$ cat config.mk
export PLATFORM = sky130hd
export DESIGN_NAME = iaf_mailbox
export DESIGN_NICKNAME = d
export VERILOG_FILES = /design/src/rtl/iaf_pkg.sv /design/src/rtl/iaf_target_resolve.sv /design/src/rtl/iaf_sig_rom.sv /design/src/rtl/iaf_mailbox.sv
export SDC_FILE = /design/constraint.sdc
export NUM_CORES = 1
export LEC_CHECK = 0
export ABC_AREA = 1
export BUFFER_PORTS_ARGS = -buffer_cell sky130_fd_sc_hd__clkbuf_2
export CORE_UTILIZATION = 51
export DETAILED_ROUTE_END_ITERATION = 16
export GPL_ROUTABILITY_DRIVEN = 0
export PLACE_DENSITY = 0.8
export SLEW_MARGIN = 5
export SYNTH_ARGS = -nofsm -noshare
export SYNTH_HDL_FRONTEND = slang
export SYNTH_SLANG_ARGS = --single-unit
export TNS_END_PERCENT = 100
$ cat constraint.sdc
create_clock -name clk -period 3.2 [get_ports clk]
set_input_delay 0.16 -clock clk [delete_from_list [all_inputs] [get_ports clk]]
set_output_delay 0.16 -clock clk [all_outputs]
set_load 0.01 [all_outputs]
$ cat src/rtl/iaf_pkg.sv
// Shared constants and types of the flash mailbox sequencer.
package iaf_pkg;
  // Register byte offsets on the APB.
  localparam logic [7:0] STATUS_OFS = 8'h00;
  localparam logic [7:0] CMD_OFS    = 8'h04;
  localparam logic [7:0] ADDRL_OFS  = 8'h08;
  localparam logic [7:0] ADDRH_OFS  = 8'h0C;
  localparam logic [7:0] DATA_OFS   = 8'h10;
  localparam logic [7:0] CONFIG_OFS = 8'h14;
  // Values after reset.
  localparam logic [7:0] REG_RST    = 8'h00;
  // Field positions.
  localparam int CFG_ENABLE_BIT   = 6;
  localparam int CFG_BANK_LSB     = 0;
  localparam int STAT_BUSY_BIT    = 2;
  localparam int STAT_REFUSED_BIT = 0;
  localparam int CMD_IRQ_BIT      = 7;
  // Command codes in bits 6:0 of the command byte.
  localparam logic [6:0] CMD_CHIP_ERASE   = 7'h01;
  localparam logic [6:0] CMD_BLOCK_ERASE  = 7'h0D;
  localparam logic [6:0] CMD_SECTOR_ERASE = 7'h0B;
  localparam logic [6:0] CMD_BYTE_PROG    = 7'h0E;
  localparam logic [6:0] CMD_IDENTIFY     = 7'h0F;
  // Address map of the two blocks and of the signature bytes.
  localparam logic [15:0] BLOCK1_LIMIT    = 16'h2000;
  localparam logic [15:0] BLOCK1_PROBE    = 16'h0000;
  localparam logic [7:0]  SIG_MAKER_ADDR  = 8'h30;
  localparam logic [7:0]  SIG_PART_ADDR   = 8'h31;
  localparam logic [7:0]  SIG_BLANK       = 8'hFF;
  localparam int          SECTOR_BITS     = 7;
  // Flash array operations.
  typedef enum logic [2:0] {OP_NONE, OP_CHIP, OP_BLOCK, OP_SECTOR, OP_PROG} iaf_op_e;
  // Sequencer states.
  typedef enum logic [1:0] {ST_IDLE, ST_RUN, ST_IDENT} iaf_state_e;
  // Request handed to the flash array.
  typedef struct packed {
    iaf_op_e     op;
    logic        blk;
    logic [15:0] addr;
    logic [7:0]  data;
  } iaf_flash_req_s;
endpackage

$ cat src/rtl/iaf_target_resolve.sv
// Resolves the originating and targeted flash block of a mailbox command.
`timescale 1ns/10ps
`default_nettype none
module iaf_target_resolve (
  // Fetch context.
  input  wire logic        strap,
  input  wire logic        fetch_external,
  input  wire logic [15:0] fetch_pc,
  input  wire logic [1:0]  bank_sel,
  // Requested address and result.
  input  wire logic [15:0] target_addr,
  output logic             target_blk,
  output logic             no_op
);
  // Fetches count as external when the strap forbids internal code.
  wire ext_code   = ~strap | fetch_external;
  wire bank_zero  = (bank_sel == 2'h0);
  wire pc_low     = (fetch_pc < iaf_pkg::BLOCK1_LIMIT);
  wire tgt_low    = (target_addr < iaf_pkg::BLOCK1_LIMIT);
  // Origin follows visibility, so hidden code can never be an origin.
  wire origin_blk = bank_zero & pc_low;
  // External code picks by address under bank zero, else always Block 0.
  wire ext_blk    = bank_zero & tgt_low;
  // Internal code targets the other block; high targets from Block 0 do nothing.
  wire int_blk    = ~origin_blk;
  wire int_none   = ~origin_blk & ~tgt_low;
  assign target_blk = ext_code ? ext_blk : int_blk;
  assign no_op      = ~ext_code & int_none;
endmodule
`default_nettype wire

$ cat src/rtl/iaf_sig_rom.sv
// Signature byte store with a registered read port.
`timescale 1ns/10ps
`default_nettype none
module iaf_sig_rom #(
  parameter logic [7:0] MAKER_CODE = 8'h5A, // Arbitrary value.
  parameter logic [7:0] PART_CODE  = 8'hA5  // Arbitrary value.
) (
  // Clock, reset and clock enable.
  input  wire logic       clk,
  input  wire logic       rst,
  input  wire logic       ce,
  // Read port.
  input  wire logic       rd_en,
  input  wire logic [7:0] addr,
  output logic [7:0]      rd_data
);
  // Address decode of the two signature bytes.
  wire [7:0] sig_byte = (addr == iaf_pkg::SIG_MAKER_ADDR) ? MAKER_CODE :
                        (addr == iaf_pkg::SIG_PART_ADDR)  ? PART_CODE  :
                        iaf_pkg::SIG_BLANK;
  // Read data comes out of a register.
  always_ff @(posedge clk or posedge rst)
  begin
    if (rst)
      rd_data <= iaf_pkg::REG_RST;
    else if (ce && rd_en)
      rd_data <= sig_byte;
  end
endmodule
`default_nettype wire

$ cat src/rtl/iaf_mailbox.sv
// Mailbox register file and operation sequencer for the two-block flash.
`timescale 1ns/10ps
`default_nettype none
// Notes on behaviour
// - Erase and program commands are ignored while the enable bit 6 is clear.
// - Writing the command byte starts the operation using the loaded mailbox values.
// - Commands other than chip erase aimed at a locked block are refused.
// - The originating block is never written; such a request does nothing.
// - Code in Block 0 targets Block 1, code in Block 1 targets Block 0.
// - Strap high, bank 00: high code programs low Block 1; low code programs Block 0.
// - Strap high, bank nonzero: low targets program Block 1, high targets do nothing.
// - External code, bank 00 splits by address; nonzero bank always programs Block 0.
// - Bank select overlays Block 1 on the lowest 8 KByte, making it reachable.
// - Hidden code cannot be an origin; a hidden block is still programmable.
// - Chip erase clears both blocks and is accepted only with strap low.
// - Chip erase is refused at lock level 4 and otherwise clears locks.
// - Block erase from external code picks Block 0 or Block 1 from the bank-select field.
// - Timing oscillator runs only while a flash operation needs it.
// - Sequencer and core both run on the external system clock.
// - Fetching continues from the other block or outside during an operation.
// - Identify returns the maker code at 30H and the part code at 31H.
// - Busy flag at status bit 2 holds while running and drops when ready.
// - Sector erase clears 128 bytes chosen by the high and low address.
// - Command bit 7 raises the external interrupt-one request at completion.
module iaf_mailbox (
  // Clock, reset and clock enable.
  input  wire logic                  clk,
  input  wire logic                  rst,
  input  wire logic                  ce,
  // APB slave.
  input  wire logic                  psel,
  input  wire logic                  penable,
  input  wire logic                  pwrite,
  input  wire logic [7:0]            paddr,
  input  wire logic [31:0]           pwdata,
  output logic [31:0]                prdata,
  output logic                       pready,
  output logic                       pslverr,
  // Fetch context of the issuing code.
  input  wire logic                  external_fetch_strap,
  input  wire logic                  fetch_external,
  input  wire logic [15:0]           fetch_pc,
  // Security state.
  input  wire logic [1:0]            block_lock,
  input  wire logic                  lock_level4,
  // Flash array side.
  output logic                       flash_start,
  output iaf_pkg::iaf_flash_req_s    flash_req,
  input  wire logic                  flash_done,
  output logic                       osc_en,
  output logic                       lock_clear,
  // Completion interrupt.
  output logic                       ext_interrupt_one
);
  // Register state.
  iaf_pkg::iaf_state_e state_reg, state_next;
  logic [7:0]  cmd_reg;
  logic [7:0]  addr_low_reg;
  logic [7:0]  addr_high_reg;
  logic [7:0]  data_reg;
  logic [7:0]  config_reg;
  logic        refused_reg;
  logic [31:0] prdata_reg;
  logic        irq_reg;
  logic        start_reg;
  logic        clear_reg;
  logic        osc_reg;
  iaf_pkg::iaf_flash_req_s req_reg;
  logic        tgt_blk;
  logic        tgt_none;
  logic [7:0]  sig_data;

  // APB decode.
  wire acc       = psel & penable;
  wire setup     = psel & ~penable;
  wire hit_stat  = (paddr == iaf_pkg::STATUS_OFS);
  wire hit_cmd   = (paddr == iaf_pkg::CMD_OFS);
  wire hit_al    = (paddr == iaf_pkg::ADDRL_OFS);
  wire hit_ah    = (paddr == iaf_pkg::ADDRH_OFS);
  wire hit_data  = (paddr == iaf_pkg::DATA_OFS);
  wire hit_cfg   = (paddr == iaf_pkg::CONFIG_OFS);
  wire mapped    = hit_stat | hit_cmd | hit_al | hit_ah | hit_data | hit_cfg;
  wire wr        = ce & acc & pwrite & mapped;
  assign pready  = 1'b1;
  assign pslverr = acc & ~mapped;

  // Command decode.
  wire        busy      = (state_reg != iaf_pkg::ST_IDLE);
  wire        cmd_wr    = wr & hit_cmd & ~busy;
  wire [6:0]  code      = pwdata[6:0];
  wire        is_chip   = (code == iaf_pkg::CMD_CHIP_ERASE);
  wire        is_block  = (code == iaf_pkg::CMD_BLOCK_ERASE);
  wire        is_sector = (code == iaf_pkg::CMD_SECTOR_ERASE);
  wire        is_prog   = (code == iaf_pkg::CMD_BYTE_PROG);
  wire        is_id     = (code == iaf_pkg::CMD_IDENTIFY);
  wire        is_ep     = is_chip | is_block | is_sector | is_prog;
  wire [1:0]  bank_sel  = config_reg[iaf_pkg::CFG_BANK_LSB +: 2];
  wire        enabled   = config_reg[iaf_pkg::CFG_ENABLE_BIT];
  wire [15:0] mbox_addr = {addr_high_reg, addr_low_reg};

  // Block erase probes the block that the bank field makes visible low.
  wire [15:0] probe_addr = (bank_sel == 2'h0) ? iaf_pkg::BLOCK1_PROBE
                                              : iaf_pkg::BLOCK1_LIMIT;
  wire [15:0] res_addr   = is_block ? probe_addr : mbox_addr;

  // Target resolution from fetch origin, strap and bank select.
  iaf_target_resolve u_resolve (
    .strap          (external_fetch_strap),
    .fetch_external (fetch_external),
    .fetch_pc       (fetch_pc),
    .bank_sel       (bank_sel),
    .target_addr    (res_addr),
    .target_blk     (tgt_blk),
    .no_op          (tgt_none)
  );

  // Acceptance checks for the command being written.
  wire locked    = block_lock[tgt_blk];
  wire chip_ok   = ~external_fetch_strap & ~lock_level4;
  wire blk_ok    = ~tgt_none & ~locked;
  wire accept_op = cmd_wr & is_ep & enabled & (is_chip ? chip_ok : blk_ok);
  wire accept_id = cmd_wr & is_id;
  wire refuse    = cmd_wr & ~accept_op & ~accept_id;

  // Operation type of the accepted command.
  wire iaf_pkg::iaf_op_e op_sel = is_chip   ? iaf_pkg::OP_CHIP   :
                                  is_block  ? iaf_pkg::OP_BLOCK  :
                                  is_sector ? iaf_pkg::OP_SECTOR :
                                  is_prog   ? iaf_pkg::OP_PROG   :
                                  iaf_pkg::OP_NONE;

  // Sector erase aligns the address down to a 128-byte sector.
  wire [15:0] req_addr = is_sector ?
                         {mbox_addr[15:iaf_pkg::SECTOR_BITS], {iaf_pkg::SECTOR_BITS{1'b0}}}
                         : mbox_addr;

  // Signature store for the identify command.
  iaf_sig_rom u_sig (
    .clk     (clk),
    .rst     (rst),
    .ce      (ce),
    .rd_en   (accept_id),
    .addr    (addr_low_reg),
    .rd_data (sig_data)
  );

  // Completion events of the two running states.
  wire run_done = (state_reg == iaf_pkg::ST_RUN) & flash_done;
  wire id_done  = (state_reg == iaf_pkg::ST_IDENT);
  wire finish   = run_done | id_done;

  // Next state of the sequencer.
  always_comb
  begin
    state_next = state_reg;
    case (state_reg)
      iaf_pkg::ST_IDLE:
      begin
        if (accept_op)
          state_next = iaf_pkg::ST_RUN;
        else if (accept_id)
          state_next = iaf_pkg::ST_IDENT;
      end
      iaf_pkg::ST_RUN:
      begin
        if (flash_done)
          state_next = iaf_pkg::ST_IDLE;
      end
      iaf_pkg::ST_IDENT:
        state_next = iaf_pkg::ST_IDLE;
      default:
        state_next = iaf_pkg::ST_IDLE;
    endcase
  end

  // Sequencer state; the core keeps fetching, nothing here stalls it.
  always_ff @(posedge clk or posedge rst)
  begin
    if (rst)
      state_reg <= iaf_pkg::ST_IDLE;
    else if (ce)
      state_reg <= state_next;
  end

  // Mailbox registers written by software.
  always_ff @(posedge clk or posedge rst)
  begin
    if (rst)
    begin
      cmd_reg       <= iaf_pkg::REG_RST;
      addr_low_reg  <= iaf_pkg::REG_RST;
      addr_high_reg <= iaf_pkg::REG_RST;
      config_reg    <= iaf_pkg::REG_RST;
    end
    else
    begin
      if (cmd_wr)
        cmd_reg <= pwdata[7:0];
      if (wr && hit_al)
        addr_low_reg <= pwdata[7:0];
      if (wr && hit_ah)
        addr_high_reg <= pwdata[7:0];
      if (wr && hit_cfg)
        config_reg <= pwdata[7:0];
    end
  end

  // Data register; the identify result wins over a software write.
  always_ff @(posedge clk or posedge rst)
  begin
    if (rst)
      data_reg <= iaf_pkg::REG_RST;
    else if (ce && id_done)
      data_reg <= sig_data;
    else if (wr && hit_data)
      data_reg <= pwdata[7:0];
  end

  // Sticky refused flag; a new refusal wins over a write-one clear.
  wire refused_clr = wr & hit_stat & pwdata[iaf_pkg::STAT_REFUSED_BIT];
  always_ff @(posedge clk or posedge rst)
  begin
    if (rst)
      refused_reg <= 1'b0;
    else if (ce)
      refused_reg <= refuse | (refused_reg & ~refused_clr);
  end

  // Flash request, start pulse and oscillator gate.
  always_ff @(posedge clk or posedge rst)
  begin
    if (rst)
    begin
      req_reg   <= '0;
      start_reg <= 1'b0;
      osc_reg   <= 1'b0;
    end
    else if (ce)
    begin
      start_reg <= accept_op;
      if (accept_op)
        req_reg <= '{op: op_sel, blk: tgt_blk, addr: req_addr, data: data_reg};
      if (accept_op)
        osc_reg <= 1'b1;
      else if (run_done)
        osc_reg <= 1'b0;
    end
  end

  // Completion pulses: interrupt request and lock clear after chip erase.
  always_ff @(posedge clk or posedge rst)
  begin
    if (rst)
    begin
      irq_reg   <= 1'b0;
      clear_reg <= 1'b0;
    end
    else if (ce)
    begin
      irq_reg   <= finish & cmd_reg[iaf_pkg::CMD_IRQ_BIT];
      clear_reg <= run_done & (req_reg.op == iaf_pkg::OP_CHIP);
    end
  end

  // Read data captured in the setup phase, ready in the access phase.
  wire [7:0] status_val = {5'h00, busy, 1'b0, refused_reg};
  wire [7:0] rd_byte    = hit_stat ? status_val    :
                          hit_cmd  ? cmd_reg       :
                          hit_al   ? addr_low_reg  :
                          hit_ah   ? addr_high_reg :
                          hit_data ? data_reg      :
                          hit_cfg  ? config_reg    : 8'h00;
  always_ff @(posedge clk or posedge rst)
  begin
    if (rst)
      prdata_reg <= 32'h00000000;
    else if (ce && setup)
      prdata_reg <= {24'h000000, rd_byte};
  end

  // Output drive.
  assign prdata            = prdata_reg;
  assign flash_start       = start_reg;
  assign flash_req         = req_reg;
  assign osc_en            = osc_reg;
  assign lock_clear        = clear_reg;
  assign ext_interrupt_one = irq_reg;
endmodule
`default_nettype wire

# Word level (Yosys, flattened, before mapping)
# Cells that the tools add are included.
# word_totals
register_bits	91
out_inout_bits	66
# op_classes
n_reduce_logical	16
n_eq_ne	17
bitwise	50
muxes	27
order_cmp	3
# ops
operator	count
8-bit 2-to-1 mux	9
16-bit by 14-bit less-than comparator with 1-bit output, second input constant	2
7-bit by 4-bit equality test with 1-bit output, second input constant	4
1-bit bitwise AND	26
8-bit by 4-bit equality test with 1-bit output, second input constant	2
8-bit by 5-bit equality test with 1-bit output, second input constant	2
8-bit by 6-bit equality test with 1-bit output, second input constant	2
16-bit 2-to-1 mux	1
14-bit 2-to-1 mux	1
7-bit 2-to-1 mux	2
1-bit inverter	13
3-bit 2-to-1 mux	4
1-bit bitwise OR	11
8-bit by 3-bit equality test with 1-bit output, second input constant	1
8-bit zero test	1
7-bit by 1-bit equality test with 1-bit output, second input constant	1
1-bit logical AND	7
1-bit 2-to-1 mux	6
2-bit 2-to-1 mux	3
2-bit nonzero test	3
2-bit zero test	2
2-bit one-hot mux with 2 select lines	1
2-bit AND reduction	2
3-bit by 1-bit equality test with 1-bit output, second input constant	1
6 further kinds	6

# Logic depth before layout (Yosys ltp)
# logic_depth
ltp_word	16
depth_mapped	14
depth_no_buf	14

# Modules after synthesis
# Synthesis repeated with hierarchy kept, for this count alone.
# hier_totals
cells_unflattened	586
hier_area_um2	4710.8
# by_module_without_submodules
module	cells_per_inst	instances	area_per_inst_um2
iaf_mailbox	538	1	4453.0
iaf_sig_rom	33	1	191.4
iaf_target_resolve	15	1	66.3

# Least setup slack after synthesis
# No wires, ideal clock.
# synth_path
kind	reg-to-reg
startpoint	register state_reg[0]
endpoint	register data_reg[1]
setup_time_ns	0.133
slack_ns	1.525
period_less_slack_ns	1.675
arrival_time_ns	1.542
t_required_ns	3.067
stages_incl_launch_ff	7
path_cell_list	dfrtp_1 > nor3_1 > inv_1 > o21ai_4 > inv_2 > a21oi_2 > a22oi_1
# synth_via
elab_chain_cells	3
word_cells_on_any_way	4
cone_classes	eq/ne: 1; mux: 1; reduce/logical: 2
# synth_lines
element	line	text
from (decl)	iaf_mailbox.sv:56	iaf_pkg::iaf_state_e state_reg, state_next;
from (signal assigned)	iaf_mailbox.sv:180	state_reg <= iaf_pkg::ST_IDLE;
from (signal assigned)	iaf_mailbox.sv:182	state_reg <= state_next;
2-bit equality test *	iaf_mailbox.sv:149	wire id_done = (state_reg == iaf_pkg::ST_IDENT);
1-bit logical AND *	iaf_mailbox.sv:213	else if (ce && id_done)
8-bit 2-to-1 mux / 2-bit nonzero test (equally long branches)	n/a	
to (signal assigned)	iaf_mailbox.sv:212	data_reg <= iaf_pkg::REG_RST;
to (signal assigned)	iaf_mailbox.sv:214	data_reg <= sig_data;
to (signal assigned)	iaf_mailbox.sv:216	data_reg <= pwdata[7:0];
to (decl)	iaf_mailbox.sv:60	logic [7:0] data_reg;
# Every way passes the cells marked *; elsewhere a longest branch is shown, timed or not.
# A chain may end at the register's enable or synchronous reset.

# Final worst setup path
# layout_path
startpoint	register state_reg[0]
endpoint	register req_reg (netlist bit flash_req[25])
# layout_via
elab_chain_cells	7
# layout_lines
element	line	text
2-bit nonzero test	iaf_mailbox.sv:88	wire busy = (state_reg != iaf_pkg::ST_IDLE);
1-bit inverter	iaf_mailbox.sv:89	wire cmd_wr = wr & hit_cmd & ~busy;
1-bit bitwise AND	iaf_mailbox.sv:89	
1-bit bitwise AND (3 in a row)	iaf_mailbox.sv:121	wire accept_op = cmd_wr & is_ep & enabled & (is_chip ? chip_ok : blk_ok);
2-bit AND reduction (no source line)	n/a	
to (signal assigned)	iaf_mailbox.sv:242	req_reg <= '{op: op_sel, blk: tgt_blk, addr: req_addr, data: data_reg};
to (decl)	iaf_mailbox.sv:68	iaf_pkg::iaf_flash_req_s req_reg;
# Every way passes these cells.

==> out/results.txt <==
Die Span X = 93.0 µm
hold_buf cts = 1
final wirelength = 9700 µm
Setup Buffers After CTS = 0
crit path DAT = 2.48 ns
maximum clock path buffer count = 2
Synth-to-Final Area Change = 12.7%
number of I/O pins = 134
post-route ant nets = 0
clk slew on worst S/H paths = 0.09 ns
class of the worst hold path = input port to flip-flop
top-area cell type share of the netlist area = 50.4%
Final Skew = 0.0105 ns
cell taking the most area after synthesis = dfrtp_1
pwr dens = 421 nW/µm²
clk root buf = clkbuf_8
nature of the critical path endpoint = flip-flop
Max-cap violations = 0
Final Cycle Share = 69.2%
Largest register FFs = 28
htree depth = 3
die area = 8650 µm²
status = finished, final reports clean
initial antenna violation count = 0
post-DR wirelength/cell = 14.5 µm
CP startpoint kind = flip-flop
DR vias = 3,553
FF+latch count, synth = 85
count of input and output buffers = 71
final slew viol count = 0
filler instances = 680
total global routing track utilization = 24.1%
Final Hold Viols = 0
CTS tree = built
Setup Crit Path Kind = flip-flop to flip-flop
setup_tns = 0 ns
commonest non-fill, non-tap cells in the layout = nand2_1 (100), dfrtp_1 (85), clkbuf_2 (71), o21ai_0 (58), inv_1 (53)
number of global-route vias before repair = 3,308
most common cell after layout, fill and taps aside = nand2_1
Sink Count = 85
final net count = 631
Core ar. = 7890 µm²
largest net degree at the start of global routing = 35
Initial DRC Count = 172
via density per instance = 5.30
register area share after synthesis = 50.4%
Relative slew margins = 52.0%
DRC = 0
post-synth cell types = 39
static leakage = 2.50 nW
Detail Placement HPWL = 7250 µm
Pre-antenna DRT Iters = 5
cell row count = 32
placed cell count = 653
total CTS buffers = 9
fmax = 451 MHz
first-pass GRT wire length = 16,000 µm
YS warnings = 0
non-filler instance count after layout = 670
Slew @ Worst Pin = 0.714 ns
synthesized area per cell = 8.62 µm²
Mapped Cells = 490
post-CTS sizing = 0
worst-path maximum fanout = 34
RSZ-0062 raised after global routing = false
Max VDD drop = 0.178 mV
largest cells by area after synthesis = dfrtp_1 (50%), nand2_1 (8.9%), o21ai_0 (6.9%)
Min Clock Period, post-route = 2.22 ns
synthesized cell area = 4220 µm²
grt total ovfl = 0
Initial Utilization = 53.6%
share of layout cells above drive strength 1 = 22.7%
Setup Viol. Count Final = 0
Worst-Skew Late Latency = 0.36 ns
ANT cells = 0
Required @ worst endpoint = 3.46 ns
Die Ht = 93.0 µm
==> per-stage QoR <==
stage | utilization, % | instance area, µm² | power [mW] | hold slack (ns) | setup slack, ns
3_3_place_gp | 57.7 | 4550 | 1.24 | 0.193 | 0.830
6_report | 60.4 | 4760 | 2.00 | 0.0564 | 0.985
3_5_place_dp | 57.7 | 4550 | 1.24 | 0.200 | 0.793
4_1_cts | 60.4 | 4760 | 2.01 | 0.0524 | 0.988
2_1_floorplan | - | 4310 | 1.21 | 0.301 | 0.847
5_1_grt | 60.4 | 4760 | 2.07 | 0.0672 | 0.765
==> where the power goes <==
| group | internal, mW | switching [mW] |
|---|---|---|
| sequential | 1.08 | 0.00397 |
| clock | 0.384 | 0.393 |
| combinational | 0.0368 | 0.100 |
==> cells in the mapped netlist, drive strengths merged <==
master	instances
nand3b	1
o2111ai	2
conb	2
nor2	42
o221ai	4
buf	33
o22ai	6
a31oi	1
o21ai	69
nor4	2
o211ai	2
nand4	7
a22oi	4
a21oi	20
clkbuf	3
o31ai	2
inv	61
a22o	1
nor3	11
nor3b	1
dfrtp	85
nand3	22
nand2	109
==> layout make-up <==
type / instances / area, µm² / area share [%]
clock buffers: 11 / 141 / 2.97
clock inverters: 5 / 60.1 / 1.26
multi-input cells: 331 / 1680 / 35.3
well taps: 102 / 128 / 2.68
inverters: 61 / 235 / 4.94
repair buffers: 75 / 388 / 8.15
flip-flops and latches: 85 / 2130 / 44.7
==> cell families (layout without fill, tap and decap cells) <==
logic type / count (synthesis) / count (layout) / share of synthesized area, %
AND/OR/NAND/NOR: 195 / 195 / 21.7
buffers and inverters: 97 / 152 / 11.9
other: 2 / 25 / 0.178
AO/OA/AOI/OAI: 111 / 111 / 15.9
flip-flops: 85 / 85 / 50.4
==> worst max-delay path: stages (launching register included) <==
cell and delay (ns):
dfrtp_1 0.45, nor2_1 0.38, nand4_4 0.32, nor2_4 0.21, nand2_4 0.20, inv_6 0.31
nand3_1 0.11, o21ai_0 0.09, inv_1 0.05
==> path summary, 6_finish.rpt <==
kind	startpoint	end	slack (ns)	depth (start not counted)
setup / recovery	state_reg[0]	flash_req[25]	0.98	8
hold / removal	pwdata[6]	data_reg[6]	0.06	3
setup reg to reg	state_reg[0]	flash_req[25]	0.98	8
hold reg to reg	osc_en	osc_en	0.49	2
max in group asynchronous	rst	data_reg[0]	2.10	4
min in group asynchronous	rst	flash_req[16]	0.35	3
==> layer usage <==
layer  track usage [%]  routed length [µm]  vias up
met3              4.31                 595       17
met2              39.0                4680      142
li1                  -                   -     1702
met4              9.36                 189        0
met5                 0                   0        -
met1              32.2                4230     1692
(Power assumes the default switching activity.)
